==> config.mk <==
export PLATFORM = sky130hd
export DESIGN_NAME = modem_status_flow_control
export DESIGN_NICKNAME = d
export VERILOG_FILES = /design/src/verilog/modem_flow_pkg.sv /design/src/verilog/line_change_det.sv /design/src/verilog/rts_throttle.sv /design/src/verilog/modem_status_flow_control.sv
export SDC_FILE = /design/constraint.sdc
export NUM_CORES = 1
export LEC_CHECK = 0
export ABC_AREA = 1
export BUFFER_PORTS_ARGS = -buffer_cell sky130_fd_sc_hd__buf_2
export CORE_ASPECT_RATIO = 1.1
export CORE_UTILIZATION = 50
export CTS_CLUSTER_DIAMETER = 60
export DETAILED_ROUTE_END_ITERATION = 8
export MAX_ROUTING_LAYER = met4
export PLACE_DENSITY = 0.79
export SYNTH_ARGS = -nofsm -noshare
export SYNTH_HDL_FRONTEND = slang
export SYNTH_SLANG_ARGS = --single-unit
==> constraint.sdc <==
create_clock -name aclk -period 2.6 [get_ports aclk]
set_clock_uncertainty 0.1 [all_clocks]
set_input_delay 0.13 -clock aclk [delete_from_list [all_inputs] [get_ports aclk]]
set_output_delay 0.13 -clock aclk [all_outputs]
set_load 0.03 [all_outputs]
==> src/verilog/modem_flow_pkg.sv <==
// Shared register map, field positions, reset values and trigger levels
`default_nettype none

package modem_flow_pkg;

	// ----------------------------------------------------------------
	// Register byte offsets
	// ----------------------------------------------------------------
	localparam logic [7:0] OFF_MODEM_LINE_STATE = 8'h00;
	localparam logic [7:0] OFF_SCRATCH_BYTE     = 8'h04;
	localparam logic [7:0] OFF_ENH_FEATURE      = 8'h08;
	localparam logic [7:0] OFF_LINE_CONTROL     = 8'h0C;
	localparam logic [7:0] OFF_IRQ_STATUS       = 8'h10;
	localparam logic [7:0] OFF_IRQ_CLEAR        = 8'h14;
	localparam logic [7:0] OFF_IRQ_ENABLE       = 8'h18;

	// ----------------------------------------------------------------
	// Field positions
	// ----------------------------------------------------------------
	localparam int EFR_AUTO_CTS_BIT = 7;
	localparam int EFR_AUTO_RTS_BIT = 6;
	localparam int EFR_SPECIAL_BIT  = 5;
	localparam int EFR_FLOW_MSB     = 4;
	localparam int EFR_TX_DUAL_HI   = 3;
	localparam int EFR_TX_DUAL_LO   = 2;
	localparam int EFR_RX_DUAL_HI   = 1;
	localparam int EFR_RX_DUAL_LO   = 0;
	localparam int CTL_RTS_BIT      = 0;
	localparam int CTL_TRIG_LSB     = 1;
	localparam int IRQ_MODEM_BIT    = 0;
	localparam int IRQ_RX_TRIG_BIT  = 1;
	localparam int IRQ_W            = 2;

	// ----------------------------------------------------------------
	// Reset values
	// ----------------------------------------------------------------
	localparam logic [7:0]       RST_SCRATCH  = 8'h00;
	localparam logic [7:0]       RST_ENH      = 8'h00;
	localparam logic [2:0]       RST_CONTROL  = 3'h0;
	localparam logic [IRQ_W-1:0] RST_IRQ_EN   = 2'h0;

	// ----------------------------------------------------------------
	// Bus answers and receive trigger levels, index 0 lowest
	// ----------------------------------------------------------------
	localparam logic [1:0]      RESP_OKAY   = 2'h0;
	localparam logic [1:0]      RESP_SLVERR = 2'h2;
	localparam logic [3:0][7:0] TRIG_LEVELS = {8'h1C, 8'h18, 8'h10, 8'h08};

endpackage

`default_nettype wire

==> src/verilog/line_change_det.sv <==
// Synchroniser and change detector for one active-low modem input
`default_nettype none

module line_change_det #(
	parameter bit RISE_ONLY = 1'b0
) (
	// Clock and reset
	input  wire logic aclk,
	input  wire logic aresetn,
	// Pin and results
	input  wire logic pin_n,
	output var  logic active_q,
	output var  logic change
);

	logic meta_q;
	logic sync_q;

	// ----------------------------------------------------------------
	// Two-stage synchroniser, idle level high
	// ----------------------------------------------------------------
	// sync before edge detect
	always_ff @(posedge aclk) begin
		if (!aresetn) begin
			meta_q <= 1'b1;
			sync_q <= 1'b1;
		end else begin
			meta_q <= pin_n;
			sync_q <= meta_q;
		end
	end

	always_ff @(posedge aclk) begin
		if (!aresetn) begin
			active_q <= 1'b0;
		end else begin
			active_q <= ~sync_q;
		end
	end

	// One pulse per settled change, or per settled rise of the pin only when RISE_ONLY
	always_comb begin
		if (RISE_ONLY) begin
			change = sync_q & active_q;
		end else begin
			change = sync_q == active_q;
		end
	end

endmodule

`default_nettype wire

==> src/verilog/rts_throttle.sv <==
// Automatic RTS hysteresis around the receive trigger levels
`default_nettype none

module rts_throttle
	import modem_flow_pkg::*;
#(
	parameter int FIFO_DEPTH = 32,
	parameter int LVL_W      = 6
) (
	// Clock and reset
	input  wire logic             aclk,
	input  wire logic             aresetn,
	// Control and level
	input  wire logic             enable,
	input  wire logic [1:0]       trig_sel,
	input  wire logic [LVL_W-1:0] rx_level,
	output var  logic             throttle_q
);

	logic [7:0] hi;
	logic [7:0] lo;
	logic [7:0] level8;

	// Levels are compared as bytes
	if (FIFO_DEPTH < 1 || FIFO_DEPTH > 255 || LVL_W > 8) begin : g_bad_cfg
		$error("FIFO_DEPTH must fit 8 bits and LVL_W at most 8");
	end

	// ----------------------------------------------------------------
	// Next level above and next level below the programmed one
	// ----------------------------------------------------------------
	always_comb begin
		hi     = 8'(FIFO_DEPTH);
		lo     = 8'h01;
		level8 = 8'(rx_level);
		if (trig_sel != 2'h3) begin
			hi = TRIG_LEVELS[trig_sel + 2'h1];
		end
		if (trig_sel != 2'h0) begin
			lo = TRIG_LEVELS[trig_sel - 2'h1];
		end
	end

	always_ff @(posedge aclk) begin
		if (!aresetn) begin
			throttle_q <= 1'b0;
		end else if (!enable) begin
			throttle_q <= 1'b0;
		end else if (level8 >= hi) begin
			throttle_q <= 1'b1;
		end else if (level8 < lo) begin
			throttle_q <= 1'b0;
		end
	end

endmodule

`default_nettype wire

==> src/verilog/modem_status_flow_control.sv <==
// Modem status change flags, scratch byte and hardware flow control
//
// Behaviour
// - DSR change sets status bit 1, interrupt
// - CTS change sets status bit 0, interrupt
// - Modem interrupt while any flag 0-3 set
// - Reading modem status clears change flags
// - Eight-bit scratch byte reads back last write
// - Low five bits pick single/dual characters
// - Bit 7: CTS high halts, low resumes
// - Current character finishes before halt
// - Auto CTS off after reset
// - Bit 6: interrupt at programmed trigger level
// - Auto RTS raises RTS at next level
// - Auto RTS drops RTS below lower level
// - Auto RTS off: RTS follows control bit
// - Auto RTS off after reset
// - Bit 6 readback tracks flow control state; the register reads back the written enable bit instead
//
// Implementation choices: the AXI4-Lite interface to the registers and the placing of the registers.
`default_nettype none

module modem_status_flow_control
	import modem_flow_pkg::*;
#(
	parameter int ADDR_W     = 8,
	parameter int FIFO_DEPTH = 32,
	parameter int LVL_W      = $clog2(FIFO_DEPTH + 1)
) (
	// Clock and reset
	input  wire logic             aclk,
	input  wire logic             aresetn,
	// AXI4-Lite write channels
	input  wire logic [ADDR_W-1:0] awaddr,
	input  wire logic             awvalid,
	output var  logic             awready,
	input  wire logic [31:0]      wdata,
	input  wire logic [3:0]       wstrb,
	input  wire logic             wvalid,
	output var  logic             wready,
	output var  logic [1:0]       bresp,
	output var  logic             bvalid,
	input  wire logic             bready,
	// AXI4-Lite read channels
	input  wire logic [ADDR_W-1:0] araddr,
	input  wire logic             arvalid,
	output var  logic             arready,
	output var  logic [31:0]      rdata,
	output var  logic [1:0]       rresp,
	output var  logic             rvalid,
	input  wire logic             rready,
	// Modem handshake pins, active low
	input  wire logic             cts_n,
	input  wire logic             dsr_n,
	input  wire logic             dcd_n,
	input  wire logic             ri_n,
	output var  logic             rts_n,
	// Transmitter and receive FIFO side
	input  wire logic             tx_char_active,
	output var  logic             tx_pause,
	input  wire logic [LVL_W-1:0] rx_level,
	output var  logic             rx_trigger_irq,
	// Software flow-control selection
	output var  logic [4:0]       flow_select,
	output var  logic             dual_tx_chars,
	output var  logic             dual_rx_chars,
	// Interrupts
	output var  logic             modem_irq,
	output var  logic             irq
);

	// ----------------------------------------------------------------
	// Parameter checks
	// ----------------------------------------------------------------
	if (ADDR_W < 5 || ADDR_W > 32) begin : g_bad_addr
		$error("ADDR_W must lie between 5 and 32");
	end
	if (FIFO_DEPTH <= int'(TRIG_LEVELS[3]) || FIFO_DEPTH > 255) begin : g_bad_depth
		$error("FIFO_DEPTH must exceed the top trigger level and fit 8 bits");
	end
	if (LVL_W != $clog2(FIFO_DEPTH + 1)) begin : g_bad_lvl
		$error("LVL_W must match FIFO_DEPTH");
	end

	// ----------------------------------------------------------------
	// Declarations
	// ----------------------------------------------------------------
	logic [ADDR_W-1:0] aw_addr_q;
	logic [31:0]       w_data_q;
	logic              w_strb0_q;
	logic              aw_full_q;
	logic              w_full_q;
	logic              do_write;
	logic              aw_full_d;
	logic              w_full_d;
	logic              ar_take;
	logic [7:0]        wr_off;
	logic [7:0]        rd_off;
	logic              wr_en;
	logic              wr_hit;
	logic              rd_hit;
	logic [31:0]       rd_value;
	logic              msr_read;

	logic [7:0]           scratch_q;
	logic [7:0]           enh_q;
	logic [2:0]           control_q;
	logic [IRQ_W-1:0]     irq_en_q;
	logic [IRQ_W-1:0]     irq_stat_q;
	logic [IRQ_W-1:0]     irq_clr;
	logic [IRQ_W-1:0]     irq_evt;
	logic [3:0]           flags_q;
	logic [3:0]           line_state;
	logic [3:0]           line_chg;
	logic                 trig_hit;
	logic                 trig_hit_q;
	logic                 throttle_q;

	// ----------------------------------------------------------------
	// Modem input detectors: 0 CTS, 1 DSR, 2 RI, 3 DCD
	// ----------------------------------------------------------------
	line_change_det #(.RISE_ONLY(1'b0)) u_cts (
		.aclk     (aclk),
		.aresetn  (aresetn),
		.pin_n    (cts_n),
		.active_q (line_state[0]),
		.change   (line_chg[0])
	);
	line_change_det #(.RISE_ONLY(1'b0)) u_dsr (
		.aclk     (aclk),
		.aresetn  (aresetn),
		.pin_n    (dsr_n),
		.active_q (line_state[1]),
		.change   (line_chg[1])
	);
	line_change_det #(.RISE_ONLY(1'b1)) u_ri (
		.aclk     (aclk),
		.aresetn  (aresetn),
		.pin_n    (ri_n),
		.active_q (line_state[2]),
		.change   (line_chg[2])
	);
	line_change_det #(.RISE_ONLY(1'b0)) u_dcd (
		.aclk     (aclk),
		.aresetn  (aresetn),
		.pin_n    (dcd_n),
		.active_q (line_state[3]),
		.change   (line_chg[3])
	);

	// ----------------------------------------------------------------
	// AXI4-Lite write path
	// ----------------------------------------------------------------
	always_comb begin
		do_write  = aw_full_q & w_full_q & ~bvalid;
		aw_full_d = aw_full_q;
		w_full_d  = w_full_q;
		if (do_write) begin
			aw_full_d = 1'b0;
			w_full_d  = 1'b0;
		end else begin
			if (awvalid && awready) begin
				aw_full_d = 1'b1;
			end
			if (wvalid && wready) begin
				w_full_d = 1'b1;
			end
		end
		wr_off = 8'({aw_addr_q[ADDR_W-1:2], 2'b00});
		wr_en  = do_write & w_strb0_q;
	end

	always_ff @(posedge aclk) begin
		if (!aresetn) begin
			aw_full_q <= 1'b0;
			w_full_q  <= 1'b0;
			awready   <= 1'b0;
			wready    <= 1'b0;
		end else begin
			aw_full_q <= aw_full_d;
			w_full_q  <= w_full_d;
			awready   <= ~aw_full_d;
			wready    <= ~w_full_d;
		end
	end

	always_ff @(posedge aclk) begin
		if (!aresetn) begin
			aw_addr_q <= '0;
			w_data_q  <= 32'h0000_0000;
			w_strb0_q <= 1'b0;
		end else begin
			if (awvalid && awready) begin
				aw_addr_q <= awaddr;
			end
			if (wvalid && wready) begin
				w_data_q  <= wdata;
				w_strb0_q <= wstrb[0];
			end
		end
	end

	always_comb begin
		case (wr_off)
			OFF_MODEM_LINE_STATE, OFF_SCRATCH_BYTE, OFF_ENH_FEATURE,
			OFF_LINE_CONTROL, OFF_IRQ_STATUS, OFF_IRQ_CLEAR,
			OFF_IRQ_ENABLE: wr_hit = 1'b1;
			default:        wr_hit = 1'b0;
		endcase
	end

	always_ff @(posedge aclk) begin
		if (!aresetn) begin
			bvalid <= 1'b0;
			bresp  <= RESP_OKAY;
		end else if (do_write) begin
			bvalid <= 1'b1;
			bresp  <= wr_hit ? RESP_OKAY : RESP_SLVERR;
		end else if (bready) begin
			bvalid <= 1'b0;
		end
	end

	// ----------------------------------------------------------------
	// Writable registers
	// ----------------------------------------------------------------
	always_ff @(posedge aclk) begin
		if (!aresetn) begin
			scratch_q <= RST_SCRATCH;
		end else if (wr_en && wr_off == OFF_SCRATCH_BYTE) begin
			scratch_q <= w_data_q[7:0];
		end
	end

	always_ff @(posedge aclk) begin
		if (!aresetn) begin
			enh_q <= RST_ENH;
		end else if (wr_en && wr_off == OFF_ENH_FEATURE) begin
			enh_q <= w_data_q[7:0];
		end
	end

	always_ff @(posedge aclk) begin
		if (!aresetn) begin
			control_q <= RST_CONTROL;
			irq_en_q  <= RST_IRQ_EN;
		end else if (wr_en) begin
			if (wr_off == OFF_LINE_CONTROL) begin
				control_q <= w_data_q[2:0];
			end
			if (wr_off == OFF_IRQ_ENABLE) begin
				irq_en_q <= w_data_q[IRQ_W-1:0];
			end
		end
	end

	// ----------------------------------------------------------------
	// Modem change flags
	// ----------------------------------------------------------------
	always_ff @(posedge aclk) begin
		if (!aresetn) begin
			flags_q <= 4'h0;
		end else begin
			flags_q <= (flags_q & ~{4{msr_read}}) | line_chg;
		end
	end

	always_ff @(posedge aclk) begin
		if (!aresetn) begin
			modem_irq <= 1'b0;
		end else begin
			modem_irq <= |flags_q;
		end
	end

	// ----------------------------------------------------------------
	// Flow control
	// ----------------------------------------------------------------
	always_ff @(posedge aclk) begin
		if (!aresetn) begin
			tx_pause <= 1'b0;
		end else if (!enh_q[EFR_AUTO_CTS_BIT]) begin
			tx_pause <= 1'b0;
		end else if (line_state[0]) begin
			tx_pause <= 1'b0;
		end else if (!tx_char_active) begin
			tx_pause <= 1'b1;
		end
	end

	rts_throttle #(
		.FIFO_DEPTH (FIFO_DEPTH),
		.LVL_W      (LVL_W)
	) u_rts (
		.aclk       (aclk),
		.aresetn    (aresetn),
		.enable     (enh_q[EFR_AUTO_RTS_BIT]),
		.trig_sel   (control_q[CTL_TRIG_LSB +: 2]),
		.rx_level   (rx_level),
		.throttle_q (throttle_q)
	);

	always_ff @(posedge aclk) begin
		if (!aresetn) begin
			rts_n <= 1'b1;
		// plain control bit when auto off
		end else if (!enh_q[EFR_AUTO_RTS_BIT]) begin
			rts_n <= ~control_q[CTL_RTS_BIT];
		end else begin
			rts_n <= throttle_q | ~control_q[CTL_RTS_BIT];
		end
	end

	always_comb begin
		trig_hit = enh_q[EFR_AUTO_RTS_BIT]
			&& 8'(rx_level) >= TRIG_LEVELS[control_q[CTL_TRIG_LSB +: 2]];
	end

	always_ff @(posedge aclk) begin
		if (!aresetn) begin
			trig_hit_q     <= 1'b0;
			rx_trigger_irq <= 1'b0;
		end else begin
			trig_hit_q     <= trig_hit;
			rx_trigger_irq <= trig_hit;
		end
	end

	always_ff @(posedge aclk) begin
		if (!aresetn) begin
			flow_select   <= 5'h00;
			dual_tx_chars <= 1'b0;
			dual_rx_chars <= 1'b0;
		end else begin
			flow_select   <= enh_q[EFR_FLOW_MSB:0];
			dual_tx_chars <= enh_q[EFR_TX_DUAL_HI] & enh_q[EFR_TX_DUAL_LO];
			dual_rx_chars <= enh_q[EFR_RX_DUAL_HI] & enh_q[EFR_RX_DUAL_LO];
		end
	end

	// ----------------------------------------------------------------
	// Interrupt status, clear and enable
	// ----------------------------------------------------------------
	always_comb begin
		irq_evt                  = '0;
		irq_evt[IRQ_MODEM_BIT]   = |line_chg;
		irq_evt[IRQ_RX_TRIG_BIT] = trig_hit & ~trig_hit_q;
		irq_clr = (wr_en && wr_off == OFF_IRQ_CLEAR) ? w_data_q[IRQ_W-1:0] : '0;
	end

	always_ff @(posedge aclk) begin
		if (!aresetn) begin
			irq_stat_q <= '0;
		end else begin
			irq_stat_q <= (irq_stat_q & ~irq_clr) | irq_evt;
		end
	end

	always_ff @(posedge aclk) begin
		if (!aresetn) begin
			irq <= 1'b0;
		end else begin
			irq <= |(irq_stat_q & irq_en_q);
		end
	end

	// ----------------------------------------------------------------
	// AXI4-Lite read path
	// ----------------------------------------------------------------
	always_comb begin
		ar_take  = arvalid & arready;
		rd_off   = 8'({araddr[ADDR_W-1:2], 2'b00});
		rd_hit   = 1'b1;
		rd_value = 32'h0000_0000;
		case (rd_off)
			OFF_MODEM_LINE_STATE: rd_value[7:0] = {line_state, flags_q};
			OFF_SCRATCH_BYTE:     rd_value[7:0] = scratch_q;
			// bit 6 reads back the auto RTS enable as written
			OFF_ENH_FEATURE:      rd_value[7:0] = enh_q;
			OFF_LINE_CONTROL:     rd_value[2:0] = control_q;
			OFF_IRQ_STATUS:       rd_value[IRQ_W-1:0] = irq_stat_q;
			OFF_IRQ_CLEAR:        rd_value = 32'h0000_0000;
			OFF_IRQ_ENABLE:       rd_value[IRQ_W-1:0] = irq_en_q;
			default:              rd_hit = 1'b0;
		endcase
		// read of modem status clears flags
		msr_read = ar_take && rd_off == OFF_MODEM_LINE_STATE;
	end

	always_ff @(posedge aclk) begin
		if (!aresetn) begin
			arready <= 1'b0;
			rvalid  <= 1'b0;
			rdata   <= 32'h0000_0000;
			rresp   <= RESP_OKAY;
		end else if (ar_take) begin
			arready <= 1'b0;
			rvalid  <= 1'b1;
			rdata   <= rd_value;
			rresp   <= rd_hit ? RESP_OKAY : RESP_SLVERR;
		end else if (rvalid) begin
			if (rready) begin
				rvalid  <= 1'b0;
				arready <= 1'b1;
			end
		end else begin
			arready <= 1'b1;
		end
	end

endmodule

`default_nettype wire

==> reports/metrics.cfg <==
[setup_path]
endpoint=u_rts.throttle_q
rrSetupSlack_ns=0.59
required_ns=2.73
reg2reg_from=control_q[2]
arrival_ns=2.14
reg2reg_depth=10
cp-startpoint=control_q[2]
end_kind=flop
critPathKind=flop to flop
worst-path-max-fanout=5
cp-start-kind=flop
r2r-end=u_rts.throttle_q

[floorplanning]
initial_utilization_pct=51.4
coreArea_sq_um=7430
die_area_sq_um=7990
die_w_microns=85.3
dieHeight_microns=93.7
io_pins=123
std_cell_rows=33

[sta]
period_share_pct=77.2
max_slew_margin_pct=51.0
worst_pin_slew_ns=0.735
setup_tns_ns=0
setup_viol=0
final-max-slew-violation-count=0
grt_setup_unrepaired=no
fin_crit_ns=2.01
max_freq_mhz=498
whs_ns=0.0132
hold_viol=0
finalWorstSetupSlack_ns=0.594

[cts]
clk_pin_slew_ns=0.08
cts_tree=built
cts_max_path_buffers=2
clock_sink_count=84
h-tree-depth=3
hold_buffers=21
clock_latency_ns=0.34
cts_made_buffers=9
cts_setup_buffers=0
cts_root_buf=clkbuf_8
ctsResizeCount=0

[global_routing]
grt_pass1_wl_mm=13.0
antenna_found_initial=0
track_usage_pct=21.2
grt_max_degree=46
grt_pass1_vias=3002
grt-ovfl-total=0

[logic_synthesis]
ys_warn_count=0
synth_edf_count=0
yosys.cell_types.count=33
synth_flop_cell=dfxtp_1
ys_ff_latch=84
synthCells=491
ys_seq_area_share_pct=44.0
synthArstFlopShare_pct=0
synth.avg_cell_area_sq_um=7.78
synthesis.area_sq_um=3820

[drt]
drt-total-wl_mm=7.71
drtPass1Iterations=4
vias=3285
antenna_left=0
viasPerCell=4.93
wl_per_cell_microns=11.6
dr.first_iter.drc_count=174
drc=0

[pwr]
p_leak_uw=0.00208
p_per_area_nw_per_um2=583
ir_worst_vdd_mv=0.345

[outcome]
outcome=complete, no violations

[placed_design]
dp_cells=630
hpwl_mm=5.64
dp_slack_ns=0.611
finalWeightedCongestion=0.848
port-buffer-count=65

[min_path]
hold_class=input pin to flop

[cells_and_area]
stdcell_count=667
drive_gt1_share_pct=19.7
area_growth_syn_to_layout_pct=18.0
antenna_cells=0
fin_nets=661

[job]
maxCapViolCount=0

-- synthesized netlist by cell type, types with 2 or more instances --
| cell type | instances | area share, % |
|---|---|---|
| a21oi_1 | 41 | 5.4 |
| buf_2 | 4 | 0.52 |
| buf_4 | 27 | 5.3 |
| buf_6 | 3 | 0.88 |
| clkbuf_1 | 7 | 0.69 |
| conb_1 | 2 | 0.20 |
| dfxtp_1 | 84 | 44 |
| ha_1 | 16 | 5.2 |
| inv_1 | 48 | 4.7 |
| nand2_1 | 92 | 9.0 |
| nand2_2 | 2 | 0.33 |
| nand3_1 | 28 | 3.7 |
| nand3_2 | 4 | 1.0 |
| nand4_1 | 7 | 1.1 |
| nor2_1 | 51 | 5.0 |
| nor2_2 | 3 | 0.49 |
| nor2_4 | 9 | 2.7 |
| nor3_1 | 5 | 0.65 |
| o21ai_0 | 33 | 4.3 |
| o21ai_1 | 3 | 0.39 |
| or2_2 | 9 | 1.5 |
| xor2_1 | 2 | 0.46 |
-- flip-flops by register name, indices dropped and copies added, names as in the netlist, 2 cells and up --
name,cells
w_data_q,8
flags_q,4
scratch_q,8
enh_q,8
rdata,8
irq_stat_q,2
control_q,3
irq_en_q,2
flow_select,5
aw_addr_q,6
-- routing by layer --
metal	vias to the layer above	routed length [microns]	global-route usage [%]
met3	14	360	3.78
met5	-	0	-
met4	0	159	10.7
met1	1476	3620	25.1
met2	99	3570	34.9
li1	1696	-	-
-- final cells by class --
cell class,count,area (sq um)
well taps,87,109
inverters,49,184
repair buffers,89,558
fillers,678,2920
multi-input cells,342,1770
flip-flops and latches,84,1680
clock buffers,11,151
clock inverters,5,60.1
-- power breakdown --
part	internal (uW)	total, uW	switching, uW
combinational	107	314	207
clock	496	952	456
sequential	1330	1360	31.6
total	1930	2630	695
-- kinds of logic (layout without fill, tap and decap cells) --
family	count (synthesis)	after routing	synth area share, %
adder cells (fa/ha/maj)	16	16	5.24
AND/OR/NAND/NOR	214	214	26.4
XOR/XNOR	3	3	0.688
other	2	27	0.197
AO/OA/AOI/OAI	82	82	11.3
flip-flops	84	84	44.0
buffers and inverters	90	154	12.2
-- stage by stage --
stage / cell area (sq um) / power, uW / util (%)
after detailed placement: 4090 / 1680 / 55.0
after global placement: 4090 / 1670 / 55.0
after CTS: 4510 / 2640 / 60.7
after global routing: 4510 / 2740 / 60.7
after floorplan: 3910 / 1630 / -
final: 4510 / 2630 / 60.7
-- placed cells by master, fill, tap and decap left out, drive strengths merged, types with 7 or more instances in the layout --
| cell | count |
|---|---|
| inv | 48 |
| ha | 16 |
| dfxtp | 84 |
| or2 | 9 |
| nand4 | 7 |
| dlygate4sd3 | 21 |
| clkbuf | 11 |
| o21ai | 37 |
| buf | 68 |
| nand3 | 32 |
| conb | 27 |
| nor2 | 63 |
| a21oi | 41 |
| nand2 | 95 |
-- worst max-delay path: stages, from the launching register on --
cell,delay [ns]
dfxtp_1,0.41
inv_1,0.14
ha_1,0.24
or2_2,0.31
ha_1,0.30
a21oi_1,0.15
nand2_1,0.06
nand2_1,0.05
nand2_1,0.05
nand2_1,0.05
a21oi_1,0.05
-- how the worst min path moves through the flow --
stage | from | endpoint | slack [ns] | depth (start not counted)
2_1_floorplan | tx_char_active | tx_pause | 0.13 | 1
3_3_place_gp | cts_n | u_cts.meta_q | 0.22 | 2
3_5_place_dp | ri_n | u_ri.meta_q | 0.22 | 2
4_1_cts | wdata[6] | w_data_q[6] | 0.01 | 3
5_1_grt | wdata[6] | w_data_q[6] | 0.05 | 3
6_report | wdata[6] | w_data_q[6] | 0.01 | 3
(Power assumes the default switching activity.)
